--- src/rtl/adcsq_map.svh ---
// Purpose: register offsets, field positions, reset values and timing codes of the converter sequencer
// Assumes: byte-wide registers mapped onto aligned 32-bit wishbone words
// Notes:   definitions only
`ifndef ADCSQ_MAP_SVH
`define ADCSQ_MAP_SVH

// register indices and byte addresses
`define ADCSQ_IDX_CTRL1    12'h2B0
`define ADCSQ_IDX_CTRL2    12'h2B1
`define ADCSQ_IDX_RES_LO   12'h2B2
`define ADCSQ_IDX_RES_HI   12'h2B3
`define ADCSQ_IDX_POWER    12'h2B4
`define ADCSQ_ADDR_CTRL1   14'h0AC0
`define ADCSQ_ADDR_CTRL2   14'h0AC4
`define ADCSQ_ADDR_RES_LO  14'h0AC8
`define ADCSQ_ADDR_RES_HI  14'h0ACC
`define ADCSQ_ADDR_POWER   14'h0AD0

// control one fields
`define ADCSQ_C1_START     7
`define ADCSQ_C1_MODE_HI   6
`define ADCSQ_C1_MODE_LO   5
`define ADCSQ_C1_ANALOG_INPUT_ENABLE     4
`define ADCSQ_C1_CH_HI     3
`define ADCSQ_C1_CH_LO     0

// control two fields
`define ADCSQ_C2_DONE      7
`define ADCSQ_C2_BUSY      6
`define ADCSQ_C2_FMT       5
`define ADCSQ_C2_SECOND_IDLE_MODE     4
`define ADCSQ_C2_TIME_HI   3
`define ADCSQ_C2_TIME_LO   0

// reset values
`define ADCSQ_RST_CTRL1    8'h00
`define ADCSQ_RST_TIME     4'hC
`define ADCSQ_RST_RESULT   10'h000

// power mode register: bits 1:0 select the chip power state
`define ADCSQ_PWR_HI       1
`define ADCSQ_PWR_LO       0

// conversion-time codes and their cycle counts
`define ADCSQ_TIME_78      4'hA
`define ADCSQ_TIME_156     4'hB
`define ADCSQ_TIME_312     4'hC
`define ADCSQ_TIME_624     4'hD
`define ADCSQ_TIME_1248    4'hE
`define ADCSQ_CYC_78       11'h04E
`define ADCSQ_CYC_156      11'h09C
`define ADCSQ_CYC_312      11'h138
`define ADCSQ_CYC_624      11'h270
`define ADCSQ_CYC_1248     11'h4E0
`define ADCSQ_CYC_NONE     11'h000

`endif

--- src/rtl/adcsq_pkg.sv ---
// Purpose: shared types of the converter sequencer
// Assumes: used together with adcsq_map.svh
// Notes:   no constants here, only types
package adcsq_pkg;

  // operating mode encodings
  typedef enum logic [1:0] {
    ADCSQ_MODE_OFF    = 2'h0,
    ADCSQ_MODE_SINGLE = 2'h1,
    ADCSQ_MODE_RSVD   = 2'h2,
    ADCSQ_MODE_REPEAT = 2'h3
  } adcsq_mode_t;

  // chip power states seen by the block
  typedef enum logic [1:0] {
    ADCSQ_PWR_NORMAL = 2'h0,
    ADCSQ_PWR_SECOND_IDLE_MODE  = 2'h1,
    ADCSQ_PWR_FIRST_IDLE_MODE  = 2'h2,
    ADCSQ_PWR_STOP   = 2'h3
  } adcsq_pwr_t;

  // sequencer states
  typedef enum logic [1:0] {
    ADCSQ_ST_IDLE = 2'h0,
    ADCSQ_ST_CONV = 2'h1,
    ADCSQ_ST_DONE = 2'h2
  } adcsq_state_t;

  // wishbone request
  typedef struct packed {
    logic        cyc;
    logic        stb;
    logic        we;
    logic [3:0]  sel;
    logic [13:0] adr;
    logic [31:0] dat;
  } adcsq_wb_req_t;

  // control one contents
  typedef struct packed {
    logic        start;
    adcsq_mode_t mode;
    logic        ain_en;
    logic [3:0]  channel;
  } adcsq_ctrl1_t;

endpackage : adcsq_pkg

--- src/rtl/adcsq_core.sv ---
// Purpose: control, sequencing and result handling of a 10-bit converter
// Assumes: analog core result is valid whenever the period ends
// Notes:   wishbone classic slave, ack one cycle after the strobe
//
// The implementer's own choice: the Wishbone slave port.
`timescale 1ns/100ps
`include "adcsq_map.svh"

// Behaviour
// RULE1: standby resets control two except time, second_idle_mode
// RULE2: high result read clears done flag
// RULE3: busy high during each conversion
// RULE4: time codes give 78 to 1248 cycles
// RULE5: software picks time of 15.6 us
// RULE6: 8-bit mode: high byte holds bits 9:2
// RULE7: 10-bit mode: high byte holds bits 9:8
// RULE8: single mode start converts selected channel
// RULE9: completion stores result, sets flag, interrupts
// RULE10: start bit clears once conversion begins
// RULE11: software waits for done before restart
// RULE12: repeat mode chains conversions back to back
// RULE13: mode 00 aborts, result discarded
// RULE14: new start clears flag, keeps old result
// RULE15: standby aborts, resets controls, clears result
// RULE16: no automatic restart after standby
// RULE17: second_idle_mode follows second idle run bit
// RULE18: standby disconnects reference ladder
// RULE19: software reads low byte before high
// RULE20: result is 10-bit unsigned code
// RULE21: software avoids port traffic during conversion
// RULE22: control one: start, mode, enable, channel
// RULE23: format bit 0 ten-bit, 1 eight-bit
// RULE24: count period then take analog result
module adcsq_core
  import adcsq_pkg::*;
#(
  parameter int RW = 10
) (
  input  wire logic          clk_i,
  input  wire logic          rst_i,
  input  wire logic          wb_cyc_i,
  input  wire logic          wb_stb_i,
  input  wire logic          wb_we_i,
  input  wire logic [3:0]    wb_sel_i,
  input  wire logic [13:0]   wb_adr_i,
  input  wire logic [31:0]   wb_dat_i,
  output logic [31:0]        wb_dat_o,
  output logic               wb_ack_o,
  input  wire logic [RW-1:0] analog_result_i,
  output logic               sample_en_o,
  output logic [3:0]         channel_o,
  output logic               analog_input_enable_o,
  output logic               ladder_connect_o,
  output logic               conversion_done_interrupt_o
);

  adcsq_wb_req_t req;
  adcsq_ctrl1_t  ctrl1_q;
  adcsq_state_t  state_q;
  adcsq_pwr_t    pwr_q;
  logic          done_q;
  logic          busy_q;
  logic          fmt_q;
  logic          second_idle_mode_run_q;
  logic [3:0]    time_q;
  logic [RW-1:0] result_q;
  logic          wr_c1;
  logic          wr_c2;
  logic          wr_pw;
  logic          rd_hi;
  logic          access;
  logic          standby;
  logic          halted;
  logic          mode_off;
  logic          launch;
  logic          conv_end;
  logic [7:0]    res_lo;
  logic [7:0]    res_hi;

  // gather bus signals into one request
  assign req = '{cyc: wb_cyc_i, stb: wb_stb_i, we: wb_we_i, sel: wb_sel_i, adr: wb_adr_i, dat: wb_dat_i};

  // a request is taken in the cycle it first appears, ack not yet given
  assign access = req.cyc && req.stb && !wb_ack_o;
  assign wr_c1  = access && req.we && req.sel[0] && (req.adr == `ADCSQ_ADDR_CTRL1);
  assign wr_c2  = access && req.we && req.sel[0] && (req.adr == `ADCSQ_ADDR_CTRL2);
  assign wr_pw  = access && req.we && req.sel[0] && (req.adr == `ADCSQ_ADDR_POWER);
  assign rd_hi  = access && !req.we && (req.adr == `ADCSQ_ADDR_RES_HI);

  // stop and first idle act as standby; second_idle_mode halts unless enabled
  assign standby  = (pwr_q == ADCSQ_PWR_STOP) || (pwr_q == ADCSQ_PWR_FIRST_IDLE_MODE);
  assign halted   = standby || ((pwr_q == ADCSQ_PWR_SECOND_IDLE_MODE) && !second_idle_mode_run_q); // RULE17
  assign mode_off = wr_c1 && (adcsq_mode_t'(req.dat[`ADCSQ_C1_MODE_HI:`ADCSQ_C1_MODE_LO]) == ADCSQ_MODE_OFF);

  // a start is honoured in the cycle after the start bit is written
  assign launch = ctrl1_q.start && !halted && (state_q == ADCSQ_ST_IDLE || state_q == ADCSQ_ST_DONE)
                  && (ctrl1_q.mode == ADCSQ_MODE_SINGLE || ctrl1_q.mode == ADCSQ_MODE_REPEAT); // RULE8

  // result byte layouts
  function automatic logic [7:0] hi_byte(input logic [RW-1:0] r, input logic eight);
    hi_byte = eight ? r[RW-1:2] : {6'h00, r[RW-1:RW-2]};
  endfunction : hi_byte

  assign res_lo = result_q[7:0]; // RULE7
  assign res_hi = hi_byte(result_q, fmt_q); // RULE6 RULE7 RULE23

  // conversion period counter
  adcsq_timer #(
    .CW (11)
  ) u_timer (
    .clk_i  (clk_i),
    .rst_i  (rst_i),
    .run_i  (state_q == ADCSQ_ST_CONV && !halted && !mode_off),
    .code_i (time_q),
    .done_o (conv_end)
  );

  // power state register, written by the system controller
  always_ff @(posedge clk_i) begin
    if (rst_i) begin
      pwr_q <= ADCSQ_PWR_NORMAL;
    end else if (wr_pw) begin
      pwr_q <= adcsq_pwr_t'(req.dat[`ADCSQ_PWR_HI:`ADCSQ_PWR_LO]);
    end
  end

  // control one: standby resets all but channel
  always_ff @(posedge clk_i) begin
    if (rst_i) begin
      ctrl1_q <= adcsq_ctrl1_t'(`ADCSQ_RST_CTRL1);
    end else if (standby) begin
      ctrl1_q.start  <= 1'b0; // RULE15 RULE16
      ctrl1_q.mode   <= ADCSQ_MODE_OFF;
      ctrl1_q.ain_en <= 1'b0;
    end else if (wr_c1) begin
      ctrl1_q <= adcsq_ctrl1_t'(req.dat[7:0]); // RULE22
    end else if (launch) begin
      ctrl1_q.start <= 1'b0; // RULE10
    end
  end

  // control two writable fields; standby keeps time and second_idle_mode bit
  always_ff @(posedge clk_i) begin
    if (rst_i) begin
      fmt_q       <= 1'b0;
      second_idle_mode_run_q <= 1'b0;
      time_q      <= `ADCSQ_RST_TIME;
    end else if (standby) begin
      fmt_q <= 1'b0; // RULE1
    end else if (wr_c2) begin
      fmt_q       <= req.dat[`ADCSQ_C2_FMT]; // RULE23
      second_idle_mode_run_q <= req.dat[`ADCSQ_C2_SECOND_IDLE_MODE];
      time_q      <= req.dat[`ADCSQ_C2_TIME_HI:`ADCSQ_C2_TIME_LO];
    end
  end

  // sequencer
  always_ff @(posedge clk_i) begin
    if (rst_i) begin
      state_q <= ADCSQ_ST_IDLE;
    end else if (standby || mode_off) begin
      state_q <= ADCSQ_ST_IDLE; // RULE13 RULE15
    end else begin
      case (state_q)
        ADCSQ_ST_IDLE: begin
          if (launch) begin
            state_q <= ADCSQ_ST_CONV;
          end
        end
        ADCSQ_ST_CONV: begin
          if (conv_end) begin
            state_q <= (ctrl1_q.mode == ADCSQ_MODE_REPEAT) ? ADCSQ_ST_CONV : ADCSQ_ST_DONE; // RULE12
          end
        end
        ADCSQ_ST_DONE: begin
          if (launch) begin
            state_q <= ADCSQ_ST_CONV;
          end
        end
        default: begin
          state_q <= ADCSQ_ST_IDLE;
        end
      endcase
    end
  end

  // busy flag
  always_ff @(posedge clk_i) begin
    if (rst_i || standby || mode_off) begin
      busy_q <= 1'b0;
    end else if (launch) begin
      busy_q <= 1'b1; // RULE3
    end else if (conv_end && ctrl1_q.mode != ADCSQ_MODE_REPEAT) begin
      busy_q <= 1'b0; // RULE3
    end
  end

  // done flag: completion wins over a read clear
  always_ff @(posedge clk_i) begin
    if (rst_i || standby) begin
      done_q <= 1'b0;
    end else if (conv_end && !mode_off) begin
      done_q <= 1'b1; // RULE9
    end else if (rd_hi || launch) begin
      done_q <= 1'b0; // RULE2 RULE14
    end
  end

  // result store only on completion; standby leaves it cleared
  always_ff @(posedge clk_i) begin
    if (rst_i || standby) begin
      result_q <= RW'(`ADCSQ_RST_RESULT); // RULE15
    end else if (conv_end && !mode_off) begin
      result_q <= analog_result_i; // RULE9 RULE20 RULE24
    end
  end

  // interrupt pulse together with the store
  always_ff @(posedge clk_i) begin
    if (rst_i) begin
      conversion_done_interrupt_o <= 1'b0;
    end else begin
      conversion_done_interrupt_o <= conv_end && !mode_off && !standby; // RULE9
    end
  end

  // analog side controls
  always_ff @(posedge clk_i) begin
    if (rst_i) begin
      sample_en_o           <= 1'b0;
      channel_o             <= 4'h0;
      analog_input_enable_o <= 1'b0;
      ladder_connect_o      <= 1'b0;
    end else begin
      sample_en_o           <= (state_q == ADCSQ_ST_CONV) && !halted;
      channel_o             <= ctrl1_q.channel;
      analog_input_enable_o <= ctrl1_q.ain_en;
      ladder_connect_o      <= !halted && (ctrl1_q.mode != ADCSQ_MODE_OFF); // RULE18
    end
  end

  // bus answer: one-cycle ack, read data registered with it
  always_ff @(posedge clk_i) begin
    if (rst_i) begin
      wb_ack_o <= 1'b0;
      wb_dat_o <= 32'h0000_0000;
    end else begin
      wb_ack_o <= access;
      wb_dat_o <= 32'h0000_0000;
      if (access && !req.we) begin
        case (req.adr)
          `ADCSQ_ADDR_CTRL1:  wb_dat_o[7:0] <= ctrl1_q;
          `ADCSQ_ADDR_CTRL2:  wb_dat_o[7:0] <= {done_q, busy_q, fmt_q, second_idle_mode_run_q, time_q};
          `ADCSQ_ADDR_RES_LO: wb_dat_o[7:0] <= res_lo;
          `ADCSQ_ADDR_RES_HI: wb_dat_o[7:0] <= res_hi;
          `ADCSQ_ADDR_POWER:  wb_dat_o[7:0] <= {6'h00, pwr_q};
          default:            wb_dat_o[7:0] <= 8'h00;
        endcase
      end
    end
  end

  // checks: a high read clears the done flag unless a completion lands with it
  a_hi_read_clear: assert property (@(posedge clk_i) disable iff (rst_i) // RULE2
    (rd_hi && !conv_end) |=> !done_q) else $error("done flag not cleared by high read");

  // busy rises with every honoured start
  a_busy_launch: assert property (@(posedge clk_i) disable iff (rst_i) // RULE3
    (launch && !standby && !mode_off) |=> busy_q) else $error("busy not set on start");

  // busy falls when a non-repeating conversion ends
  a_busy_end: assert property (@(posedge clk_i) disable iff (rst_i) // RULE3
    (conv_end && ctrl1_q.mode != ADCSQ_MODE_REPEAT) |=> !busy_q) else $error("busy not cleared at end");

  // start bit drops once the conversion is under way
  a_start_self_clear: assert property (@(posedge clk_i) disable iff (rst_i) // RULE10
    (launch && !wr_c1 && !standby) |=> !ctrl1_q.start) else $error("start bit not cleared");

  // a single-mode start enters the conversion and drives the sampler next
  a_single_start: assert property (@(posedge clk_i) disable iff (rst_i) // RULE8
    (launch && ctrl1_q.mode == ADCSQ_MODE_SINGLE && !mode_off && !wr_pw)
    |=> (state_q == ADCSQ_ST_CONV) ##1 sample_en_o) else $error("single start did not convert");

  // completion stores, flags and interrupts in the same cycle
  a_store_flag_irq: assert property (@(posedge clk_i) disable iff (rst_i) // RULE9
    (conv_end && !mode_off && !standby) |=> (done_q && conversion_done_interrupt_o
      && result_q == $past(analog_result_i))) else $error("completion effects not together");

  // the interrupt is a single-cycle pulse
  a_irq_pulse: assert property (@(posedge clk_i) disable iff (rst_i) // RULE9
    conversion_done_interrupt_o |=> !conversion_done_interrupt_o) else $error("interrupt longer than one cycle");

  // an abort keeps the stored result and idles the sequencer
  a_abort_keeps: assert property (@(posedge clk_i) disable iff (rst_i) // RULE13
    (mode_off && !standby) |=> ($stable(result_q) && !busy_q && state_q == ADCSQ_ST_IDLE))
    else $error("abort changed result");

  // a restart clears the flag but leaves the old result in place
  a_restart_keeps: assert property (@(posedge clk_i) disable iff (rst_i) // RULE14
    launch |=> (!done_q && $stable(result_q))) else $error("restart lost old result");

  // standby resets control two except time and second idle bit
  a_standby_reset: assert property (@(posedge clk_i) disable iff (rst_i) // RULE1
    standby |=> (!fmt_q && !done_q && !busy_q && ctrl1_q.mode == ADCSQ_MODE_OFF && $stable(time_q)))
    else $error("standby did not reset controls");

  // standby discards the result and stops the sampler
  a_standby_clear: assert property (@(posedge clk_i) disable iff (rst_i) // RULE15
    standby |=> (result_q == RW'(`ADCSQ_RST_RESULT) && !sample_en_o)) else $error("standby kept result");

  // standby disconnects the reference ladder
  a_ladder_off: assert property (@(posedge clk_i) disable iff (rst_i) // RULE18
    standby |=> !ladder_connect_o) else $error("ladder still connected in standby");

  // repeat mode goes straight into the next conversion
  a_repeat_chain: assert property (@(posedge clk_i) disable iff (rst_i) // RULE12
    (conv_end && ctrl1_q.mode == ADCSQ_MODE_REPEAT && !halted && !mode_off) |=> state_q == ADCSQ_ST_CONV)
    else $error("repeat did not chain");

  // ten-bit layout of the high byte as answered on the bus
  a_hi_layout: assert property (@(posedge clk_i) disable iff (rst_i) // RULE7
    (rd_hi && !fmt_q) |=> wb_dat_o[7:0] == {6'h00, $past(result_q[RW-1:RW-2])})
    else $error("high byte wrong in ten-bit mode");

  // eight-bit layout of the high byte as answered on the bus
  a_hi_eight: assert property (@(posedge clk_i) disable iff (rst_i) // RULE6
    (rd_hi && fmt_q) |=> wb_dat_o[7:0] == $past(result_q[RW-1:2]))
    else $error("high byte wrong in eight-bit mode");

  // leaving standby never restarts a conversion
  a_no_resume: assert property (@(posedge clk_i) disable iff (rst_i) // RULE16
    standby ##1 !standby |-> state_q == ADCSQ_ST_IDLE) else $error("resumed after standby");

  // halted second idle stops the sampler and the period count
  a_second_idle_mode_halt: assert property (@(posedge clk_i) disable iff (rst_i) // RULE17
    (pwr_q == ADCSQ_PWR_SECOND_IDLE_MODE && !second_idle_mode_run_q) |=> (!sample_en_o && !conv_end))
    else $error("converter ran in halted second idle");

  // running second idle keeps the conversion going
  a_second_idle_mode_runs: assert property (@(posedge clk_i) disable iff (rst_i) // RULE17
    (pwr_q == ADCSQ_PWR_SECOND_IDLE_MODE && second_idle_mode_run_q && state_q == ADCSQ_ST_CONV) |=> sample_en_o)
    else $error("converter stopped in running second idle");

  // control one takes the written byte
  a_ctrl1_write: assert property (@(posedge clk_i) disable iff (rst_i) // RULE22
    (wr_c1 && !standby) |=> ctrl1_q == $past(wb_dat_i[7:0])) else $error("control one write lost");

  // format bit follows a control two write
  a_fmt_write: assert property (@(posedge clk_i) disable iff (rst_i) // RULE23
    (wr_c2 && !standby) |=> fmt_q == $past(wb_dat_i[`ADCSQ_C2_FMT])) else $error("format bit write lost");

endmodule : adcsq_core

--- src/rtl/adcsq_timer.sv ---
// Purpose: conversion period counter
// Assumes: code maps to a cycle count; reserved codes give zero
// Notes:   done pulses once when the count reaches the period
`timescale 1ns/100ps
`include "adcsq_map.svh"
module adcsq_timer
  import adcsq_pkg::*;
#(
  parameter int CW = 11
) (
  input  wire logic          clk_i,
  input  wire logic          rst_i,
  input  wire logic          run_i,
  input  wire logic [3:0]    code_i,
  output logic               done_o
);

  logic [CW-1:0] cnt_q;
  logic [CW-1:0] period;

  // decode the time code to a cycle count
  function automatic logic [CW-1:0] period_of(input logic [3:0] c);
    case (c)
      `ADCSQ_TIME_78:   period_of = CW'(`ADCSQ_CYC_78);
      `ADCSQ_TIME_156:  period_of = CW'(`ADCSQ_CYC_156);
      `ADCSQ_TIME_312:  period_of = CW'(`ADCSQ_CYC_312);
      `ADCSQ_TIME_624:  period_of = CW'(`ADCSQ_CYC_624);
      `ADCSQ_TIME_1248: period_of = CW'(`ADCSQ_CYC_1248);
      default:          period_of = CW'(`ADCSQ_CYC_NONE);
    endcase
  endfunction : period_of

  assign period = period_of(code_i); // RULE4

  // count while running, restart on stop; reserved codes never finish
  always_ff @(posedge clk_i) begin
    if (rst_i || !run_i || done_o) begin
      cnt_q  <= '0;
      done_o <= 1'b0;
    end else begin
      cnt_q  <= cnt_q + CW'(1);
      done_o <= (period != '0) && (cnt_q + CW'(1) == period - CW'(1)); // RULE24
    end
  end

endmodule : adcsq_timer

--- config.mk ---
export PLATFORM = sky130hd
export DESIGN_NAME = adcsq_core
export DESIGN_NICKNAME = d
export VERILOG_FILES = /design/src/rtl/adcsq_pkg.sv /design/src/rtl/adcsq_core.sv /design/src/rtl/adcsq_timer.sv
export VERILOG_INCLUDE_DIRS = /design/src /design/src/rtl
export SDC_FILE = /design/constraint.sdc
export NUM_CORES = 1
export LEC_CHECK = 0
export BUFFER_PORTS_ARGS = -buffer_cell sky130_fd_sc_hd__buf_2
export CORE_ASPECT_RATIO = 1.2
export CORE_MARGIN = 2
export CORE_UTILIZATION = 45
export DETAILED_ROUTE_END_ITERATION = 10
export PLACE_DENSITY = 0.8
export SLEW_MARGIN = 20
export SYNTH_ARGS = -nofsm -noshare
export SYNTH_HDL_FRONTEND = slang
export SYNTH_SLANG_ARGS = --single-unit
--- constraint.sdc ---
create_clock -name clk_i -period 2.35 [get_ports clk_i]
set_clock_uncertainty 0.05 [all_clocks]
set_input_delay 0.1175 -clock clk_i [delete_from_list [all_inputs] [get_ports clk_i]]
set_output_delay 0.1175 -clock clk_i [all_outputs]
set_load 0.1 [all_outputs]
; ---- After elaboration in Yosys (flattened, before gate mapping)
; Index checks and enable logic that the tools add are counted.
[totals]
word_cells = 112
inputBits = 65
regBits = 83
output_inout_bits = 41
[classes]
bitwise_logic = 2
n_addsub = 2
eq_ne = 21
mux = 13
reduce_logical = 52
[ops]
columns = operator, n
row1 = equality test 14 x 12 -> 1 bit (second input constant), 5
row2 = case mux 11 bit (5 select lines), 1
row3 = case mux 8 bit (5 select lines), 1
row4 = logical AND 1 bit, 21
row5 = equality test 4 bit (second input constant), 5
row6 = adder 11 x 1 -> 11 bit (second input constant), 1
row7 = equality test 11 bit, 1
row8 = nonzero test 11 bit, 1
row9 = subtractor 11 x 1 -> 11 bit (second input constant), 1
row10 = logical OR 1 bit, 10
row11 = equality test 2 bit (second input constant), 4
row12 = 2-to-1 mux 8 bit, 1
row13 = nonzero test 2 bit, 4
row14 = OR reduction 2 bit, 4
row15 = logical NOT 1 bit, 7
row16 = equality test 2 x 1 -> 1 bit (second input constant), 3
row17 = 2-to-1 mux 1 bit, 6
row18 = 2-to-1 mux 2 bit, 3
row19 = AND reduction 2 bit, 3
row20 = logical NOT 2 bit, 2
row21 = != test 2 x 1 -> 1 bit (second input constant), 2
row22 = case mux 2 bit (2 select lines), 1
row23 = != test 2 bit (second input constant), 1
row24 = inverter 1 bit, 2

; ---- Longest topological paths before layout
; Gate-level depths: netlist (run 1).
[logic_depth]
depth_word = 11
ltp_mapped = 11
ltp_nobuf = 10

; ---- Cells and area by module
; From an unflattened synthesis (run 1), not the netlist that was laid out.
[hier_totals]
cells_unflattened = 395
area_unflattened_um2 = 3395.8
[modules_own_cells]
columns = mod, area_each_um2, seq_area_each_um2, cells_per_inst, n_inst
row1 = adcsq_core, 2387.3, 940.9, 278, 1
row2 = adcsq_timer, 1008.5, 240.2, 117, 1

; ---- Worst setup path after synthesis (run 1)
; No wires, ideal clock.
[synth_path]
kind = register to register
from = register wb_ack_o
to = register result_q[1]
n_path_buf = 1
t_arrival_ns = 2.104
stages_incl_launch_ff = 8
path_slack_ns = 0.068
required_ns = 2.172
setup_time_ns = 0.128
synth_period_minus_slack_ns = 2.282
path_cell_list = dfxtp_1 -> nand3b_1 -> nor2_1 -> nand4b_1 -> o31ai_1 -> buf_4 -> mux2i_1 -> nor2_1
[synth_between]
elab_chain_len = 8
[synth_rtl]
columns = element, line
row1 = from (decl), adcsq_core.sv:48  ; output logic wb_ack_o,
row2 = from (signal assigned), adcsq_core.sv:248  ; wb_ack_o <= access;
row3 = logical NOT 1 bit, adcsq_core.sv:84  ; assign access = req.cyc && req.stb && !wb_ack_o;
row4 = logical AND 1 bit, adcsq_core.sv:84
row5 = logical AND 1 bit (3 in series), adcsq_core.sv:85  ; assign wr_c1 = access && req.we && req.sel[0] && (req.adr == `ADCSQ_ADDR_CTRL1);
row6 = logical AND 1 bit, adcsq_core.sv:93  ; assign mode_off = wr_c1 && (adcsq_mode_t'(req.dat[`ADCSQ_C1_MODE_HI:`ADCSQ_C1_MODE_LO]) == ADCSQ_MODE_OFF);
row7 = logical NOT 1 bit, adcsq_core.sv:213  ; end else if (conv_end && !mode_off) begin
row8 = logical AND 1 bit, adcsq_core.sv:213
row9 = to (signal assigned), adcsq_core.sv:212  ; result_q <= RW'(`ADCSQ_RST_RESULT);
row10 = to (signal assigned), adcsq_core.sv:214  ; result_q <= analog_result_i;
row11 = to (decl), adcsq_core.sv:66  ; logic [RW-1:0] result_q;
; Every way passes these cells.
; A chain may end at the register's enable or synchronous reset.

; ---- Worst setup path in the final report (run 1)
[layout_path]
from = register time_q[1]
to = register u_timer.done_o
[layout_between]
elab_chain_len = 5
word_cells_on_any_way = 10
cone_classes = 1 x add/sub / 6 x eq/ne / 1 x mux / 2 x reduce/logical
[layout_rtl]
columns = element, line
row1 = from (decl), adcsq_core.sv:65  ; logic [3:0] time_q;
row2 = from (signal assigned), adcsq_core.sv:147  ; time_q <= `ADCSQ_RST_TIME;
row3 = from (signal assigned), adcsq_core.sv:153  ; time_q <= req.dat[`ADCSQ_C2_TIME_HI:`ADCSQ_C2_TIME_LO];
row4 = equality test 4 bit, adcsq_timer.sv:23  ; case (c)
row5 = case mux 11 bit (5 select lines) (*), adcsq_timer.sv:23
row6 = subtractor 11 x 1 -> 11 bit, adcsq_timer.sv:42  ; done_o <= (period != '0) && (cnt_q + CW'(1) == period - CW'(1));
row7 = equality test 11 bit, adcsq_timer.sv:42
row8 = logical AND 1 bit (*), adcsq_timer.sv:42
row9 = to (signal assigned), adcsq_timer.sv:42
row10 = to (decl), adcsq_timer.sv:15  ; output logic done_o
; Every way passes the cells marked *; elsewhere a longest branch is shown, timed or not.

==> run metrics, run 1 <==
CTS Sinks 59; number of routed nets with antenna violations 0; Max FO, Critical Path 9; WL/cell 14.0 um; share of layout cells above drive strength 1 22.7%; Bufs and invs on worst path 1; Clock power frac 48.3%; Lkg Pwr 1.55 nW; CTS max path bufs 2; Crit Reg-Reg Endpoint u_timer.done_o; routed vias/inst 5.22; postcts setup bufs 0; pre-CTS setup slack -0.0242 ns; WHS Endpoint ctrl1_q[4]; DRT iter0 DRCs 185; Core Region 6450 um2; Final min period 2.19 ns; Final nets 486; Final Power 2.43 mW; antenna violations before repair 0; crit-path cells nor2b_1 -> and3b_1 -> inv_1 -> ha_2 -> a21oi_1 -> or3_1 -> xor2_1 -> nor4b_2 -> and4_1; final non-filler cell total 508; crit-path leading delay family simple AND/OR/NAND/NOR gates; Peak VDD IR 0.400 mV; Hold Crit Depth 3; die height 93.4 um; fmax 456 MHz; Clock transition at path regs 0.07 ns; largest net degree at the start of global routing 21; Area Growth Syn to Fin 23.7%; critical path class reg2reg; Switching Fraction 24.6%; drt first pass iters 4; Power Density 656 nW/um2; Worst path slowest cell or3_1; Reg2Reg Launch Point time_q[1]; TNS Setup 0 ns; Flop pwr share 41.2%; Final Instance Area 3710 um2; PnR worst setup slack 0.158 ns; die width 78.5 um; Worst setup EP type flip-flop; Initial Utilization 46.5%; # rows 32; Gate power share 10.6%; GRT overflow 0; Synth Instances 344; fin. max-slew vios 0; max-cap violations 0; dpl cells 480; vias in the first global route 2589; CP startpoint kind flip-flop; top-area cell type share of the netlist area 39.4%; sequential area share after synthesis 39.4%; latest clock arrival within the worst-skew pair 0.34 ns; placer congestion estimate 0.888; Synth area leader dfxtp_1; cell internal pwr 1.83 mW; worst hold margin 0.00796 ns; unique cell type count in the Yosys netlist 53; Final Core Density 57.5%; number of I/O port buffers 54; clock root cell clkbuf_8; Synth Flop Type dfxtp_1; EDFF count, synth 0; outcome finished clean; unrepaired setup endpoints after global routing false; Final period util 93.3%; Final setup viols 0; hold path start wb_dat_i[4]; Critical Path Max Stage Delay 0.36 ns; reg2reg path depth 9; NetSw 0.598 mW; I/O pins 106; arrival time of the worst setup path 2.42 ns; die area 7330 um2; dpl cell area 3320 um2; Hold Path Class in2reg; first-pass GRT wire length 11500 um; ANT cells 0; post-DP HPWL 5080 um; top cells by area, synth dfxtp_1, buf_4, mux2i_1, nor2_1, nand2_1; CP required 2.58 ns; CTS tree yes; R2R setup slack 0.16 ns; Synth async-reset ratio 0%; H-tree Lvls 3; synthesized flop and latch total 59; GRT Resource Usage Total 20.2%; total CTS buffers 9; vias post-DR 2652; Final Hold Viols 0; Post-Route WL 7100 um; synthesized area per cell 8.71 um2; synth warn 0; DRC 0; Post-Syn Area 3000 um2
[Yosys cell counts, drive strengths merged (2+ instances only)]
| library cell | instances |
|---|---|
| a211o | 2 |
| a211oi | 4 |
| a21oi | 16 |
| a221oi | 6 |
| a22o | 5 |
| and3 | 2 |
| and3b | 3 |
| and4 | 2 |
| buf | 30 |
| clkbuf | 11 |
| dfxtp | 59 |
| ha | 3 |
| inv | 8 |
| mux2i | 18 |
| nand2 | 24 |
| nand2b | 4 |
| nand3 | 13 |
| nand3b | 3 |
| nand4 | 5 |
| nand4b | 3 |
| nor2 | 48 |
| nor2b | 11 |
| nor3 | 6 |
| o21ai | 10 |
| o31ai | 3 |
| or2 | 2 |
| or3 | 4 |
| or4b | 2 |
| xnor2 | 8 |
| xor2 | 10 |
[sequential cells by signal, indices dropped and copies added (netlist names), 2 cells and up]
name           cells
state_q            2
channel_o          4
pwr_q              2
wb_dat_o           8
time_q             4
result_q          10
u_timer.cnt_q     11
ctrl1_q            8
[power groups by stage]
| stage | combinational [mW] | clock (mW) | sequential [mW] |
|---|---|---|---|
| floorplan | 0.219 | 0 | 1.03 |
| global placement | 0.236 | 0 | 1.02 |
| detailed placement | 0.238 | 0 | 1.02 |
| CTS | 0.254 | 1.19 | 1.00 |
| global route | 0.265 | 1.24 | 1.00 |
| finish | 0.257 | 1.17 | 1.00 |
[kinds of logic (layout without fill, tap and decap cells)]
kind of cell             Yosys count  count (layout)  synth area share (%)
multiplexers                      18              18                  6.01
AND/OR/NAND/NOR                  139             139                  24.5
adder cells (fa/ha/maj)            3               3                  1.25
XOR/XNOR                          18              18                  5.26
other                              1              24                 0.125
flip-flops                        59              59                  39.4
AO/OA/AOI/OAI                     57              57                  13.6
buffers and inverters             49             105                  9.90
[placed cells by master, fill, tap and decap left out, drive strengths merged, types with 3 or more instances in the layout]
master       instances
bufinv               3
mux2i               18
inv                  8
nor3                 6
a221oi               6
o31ai                3
ha                   3
dlygate4sd3         12
nand3b               3
or3                  4
xor2                10
nand2               24
dfxtp               59
nand4                5
nand3               13
a21oi               16
a211oi               4
a22o                 5
conb                24
and3b                3
o21ai               10
nand2b               4
clkbuf              12
buf                 69
xnor2                8
nor2                48
nand4b               3
nor2b               11
[worst max path at each step]
stage	start	end	slack, ns	depth (start not counted)
floorplan	wb_ack_o	result_q[1]	0.07	7
CTS	time_q[1]	u_timer.done_o	0.03	9
global placement	wb_adr_i[1]	result_q[9]	0.05	8
detailed placement	wb_adr_i[1]	result_q[5]	-0.02	8
global route	time_q[1]	u_timer.done_o	0.02	10
finish	time_q[1]	u_timer.done_o	0.16	9
[layer usage]
metal	global-route usage [%]	vias up	part of all wire [%]
li1	-	1310	-
met1	19.3	1228	38
met2	38.4	94	54
met3	5.89	20	5.3
met4	10.4	0	2.9
met5	0	-	0
[worst register-to-register path, delay by kind of cell (launching register included)]
kind | cells | cell delay (ns)
flip-flops | 1 | 0.30
buffers and inverters | 1 | 0.08
AO/OA/AOI/OAI | 1 | 0.09
AND/OR/NAND/NOR | 5 | 1.19
XOR/XNOR | 1 | 0.16
adder cells (fa/ha/maj) | 1 | 0.27
[repair_timing]
| action | 4_1_cts | 5_1_grt |
|---|---|---|
| endpoints found under the setup margin | 0 | 1 |
| gates resized for setup | 0 | 2 |
| hold endpoints to repair | 13 | 0 |
| hold buffers | 12 | 0 |
[area by class of cell]
class,instances,area [um2]
repair buffers,81,503
multi-input cells,259,1630
fillers,554,2740
inverters,8,30.0
flip-flops and latches,59,1180
clock buffers,12,165
well taps,85,106
clock inverters,4,95.1
(Power assumes the default switching activity.)
==> run 2: changes to the inputs <==
--- a/config.mk
+++ b/config.mk
@@ -9,9 +9,10 @@
 export BUFFER_PORTS_ARGS = -buffer_cell sky130_fd_sc_hd__buf_2
 export CORE_ASPECT_RATIO = 1.2
 export CORE_MARGIN = 2
-export CORE_UTILIZATION = 45
+export CORE_UTILIZATION = 50
 export DETAILED_ROUTE_END_ITERATION = 10
-export PLACE_DENSITY = 0.8
+export PLACE_DENSITY = 0.84
+export RECOVER_POWER = 100
 export SLEW_MARGIN = 20
 export SYNTH_ARGS = -nofsm -noshare
 export SYNTH_HDL_FRONTEND = slang
==> constraint.sdc (replaced) <==
create_clock -name clk_i -period 2.2 [get_ports clk_i]
set_clock_uncertainty 0.05 [all_clocks]
set_input_delay 0.11 -clock clk_i [delete_from_list [all_inputs] [get_ports clk_i]]
set_output_delay 0.11 -clock clk_i [all_outputs]
set_load 0.1 [all_outputs]
==> run 2 against run 1 <==
Effect of this change: worst setup slack lost 0.073 ns; sequential power up 7%; via count increased by 3.6%; fmax grew 3.7%; highest routed layer unchanged; non-clock buffer count increased by 15; routed wire length rose by 2.7%; critical endpoint unchanged.
==> run metrics, run 2 (synthesis results as in run 1) <==
I/O pins 106 (unchanged); total CTS buffers 9 (unchanged); Final setup viols 0 (unchanged); R2R setup slack 0.09 ns (-0.07 ns); CP required 2.43 ns (-0.15 ns); Clock transition at path regs 0.07 ns (about the same); vias post-DR 2748 (+3.6%); DRT iter0 DRCs 155 (-16%); hold path start wb_dat_i[5]; GRT Resource Usage Total 23.1% (+2.9 points); Final Hold Viols 0 (unchanged); Slew @ Worst Pin 1.21 ns; Regs by FF count u_timer.cnt_q x11, result_q x10; largest net degree at the start of global routing 21 (unchanged); critical path class reg2reg; die area 6630 um2 (-9.5%); most common library cell in the layout ignoring fill and taps dfxtp_1; Final min period 2.11 ns (-0.0772 ns); H-tree Lvls 3 (unchanged); CTS tree yes; fin. max-slew vios 0 (unchanged); Final period util 96.1% (+2.8 points); reg2reg path depth 9 (unchanged); dpl cells 484 (+0.83%); DRC 0 (unchanged); Initial Utilization 52.5% (+6.0 points); sequential cell area 1180 um2 (+0.11%); Worst setup EP type flip-flop; CTS Sinks 59 (unchanged); antenna violations before repair 0 (unchanged); number of I/O port buffers 54 (unchanged); max-cap violations 0 (unchanged); Hold Crit Depth 3 (unchanged); CTS max path bufs 2 (unchanged); die width 74.7 um (-4.9%); Core Region 5710 um2 (-11%); area occupied by multi-input gates 1620 um2 (about the same); Hold Path Class in2reg; WL/cell 14.1 um (+0.69%); ANT cells 0 (unchanged); Crit Reg-Reg Endpoint u_timer.done_o; Area Growth Syn to Fin 23.9%; Reg2Reg Launch Point time_q[1]; Power Density 625 nW/um2 (-4.8%); Final nets 501 (+3.1%); clock root cell clkbuf_8; Reg with most FFs u_timer.cnt_q; die height 88.8 um (-4.9%); post-DP HPWL 5060 um (-0.22%); CP startpoint kind flip-flop; WHS Endpoint ctrl1_q[5]; Lkg Pwr 1.48 nW (-4.7%); final non-filler cell total 518 (+2.0%); fillers 498 (-10%); Post-Route WL 7290 um (+2.7%); share of layout cells above drive strength 1 19.6% (-3.1 points); vias in the first global route 2660 (+2.7%); # rows 30 (-6.3%); outcome finished clean; latest clock arrival within the worst-skew pair 0.34 ns (about the same); arrival time of the worst setup path 2.35 ns (-0.07 ns); first-pass GRT wire length 11700 um (+2.2%); routed vias/inst 5.31 (+1.6%); TNS Setup 0 ns (unchanged); fmax 473 MHz (+3.7%); number of routed nets with antenna violations 0 (unchanged); number of flip-flops under the largest register name 11 (unchanged); GRT overflow 0 (unchanged); Peak VDD IR 0.295 mV (-26%); placer congestion estimate 0.860 (-3.1%); most frequent cells in the layout dfxtp_1, nor2_1, buf_2; drt first pass iters 5 (+1); Max FO, Critical Path 8 (-1); slew margin rel. 19.5%; Final Power 2.32 mW (-4.6%); crit path from time_q[1]
## run 2: final cells by class
type	instances	area share, %
sequential	59	31.8
clock buffer	11	3.81
tap	80	2.70
multi-input combinational	259	43.7
inverter	8	0.809
timing repair buffer	96	15.7
clock inverter	5	1.42
## run 2: where the power goes
| group | internal [mW] | total (mW) | leakage [nW] | switching [mW] |
|---|---|---|---|---|
| Combinational | 0.0513 | 0.278 | 0.901 | 0.226 |
| Clock | 0.548 | 0.974 | 0.0991 | 0.426 |
| Sequential | 1.07 | 1.07 | 0.476 | 0.000273 |
## run 2: critical path, cell delays in order, from the launching register on
cell,delay (ns)
dfxtp_2,0.32
nor2b_4,0.12
and3b_2,0.21
inv_2,0.07
ha_4,0.16
a21oi_1,0.06
or3_1,0.36
xor2_1,0.15
nor4b_1,0.34
and4_1,0.22
## run 2: routing by layer
layer  GRT usage [%]  wire length [um]  vias to the layer above
met3            5.92               372                       18
li1                -                 -                     1331
met5               0                 0                        -
met4            10.9               155                        0
met2            42.1              3930                       95
met1            24.3              2830                     1304
## run 2: worst max-delay path by stage
stage,endpoint,slack [ns],cells past startpoint
final,u_timer.done_o,0.09,9
after global routing,u_timer.done_o,-0.003,10
after CTS,u_timer.done_o,0.04,9
after detailed placement,u_timer.done_o,-0.02,9
after global placement,u_timer.done_o,0.05,9
after floorplan,u_timer.done_o,0.02,10
## run 2: stage by stage
stage	hold slack [ns]	utilization, %	instance area [um2]	setup WS [ns]
finish	0.0496	65.1	3710	0.0856
global route	0.0642	65.1	3710	-0.00276
CTS	0.0406	65.6	3740	0.0367
detailed placement	0.287	59.2	3380	-0.0182
global placement	0.292	59.2	3380	0.0528
floorplan	0.178	-	3090	0.0208
## run 2: what timing repair did
action	in CTS	in global routing
gates resized for setup	2	6
hold endpoints to repair	19	0
endpoints found under the setup margin	1	1
hold buffers	16	0
pin swaps	0	6
buffers inserted	0	2
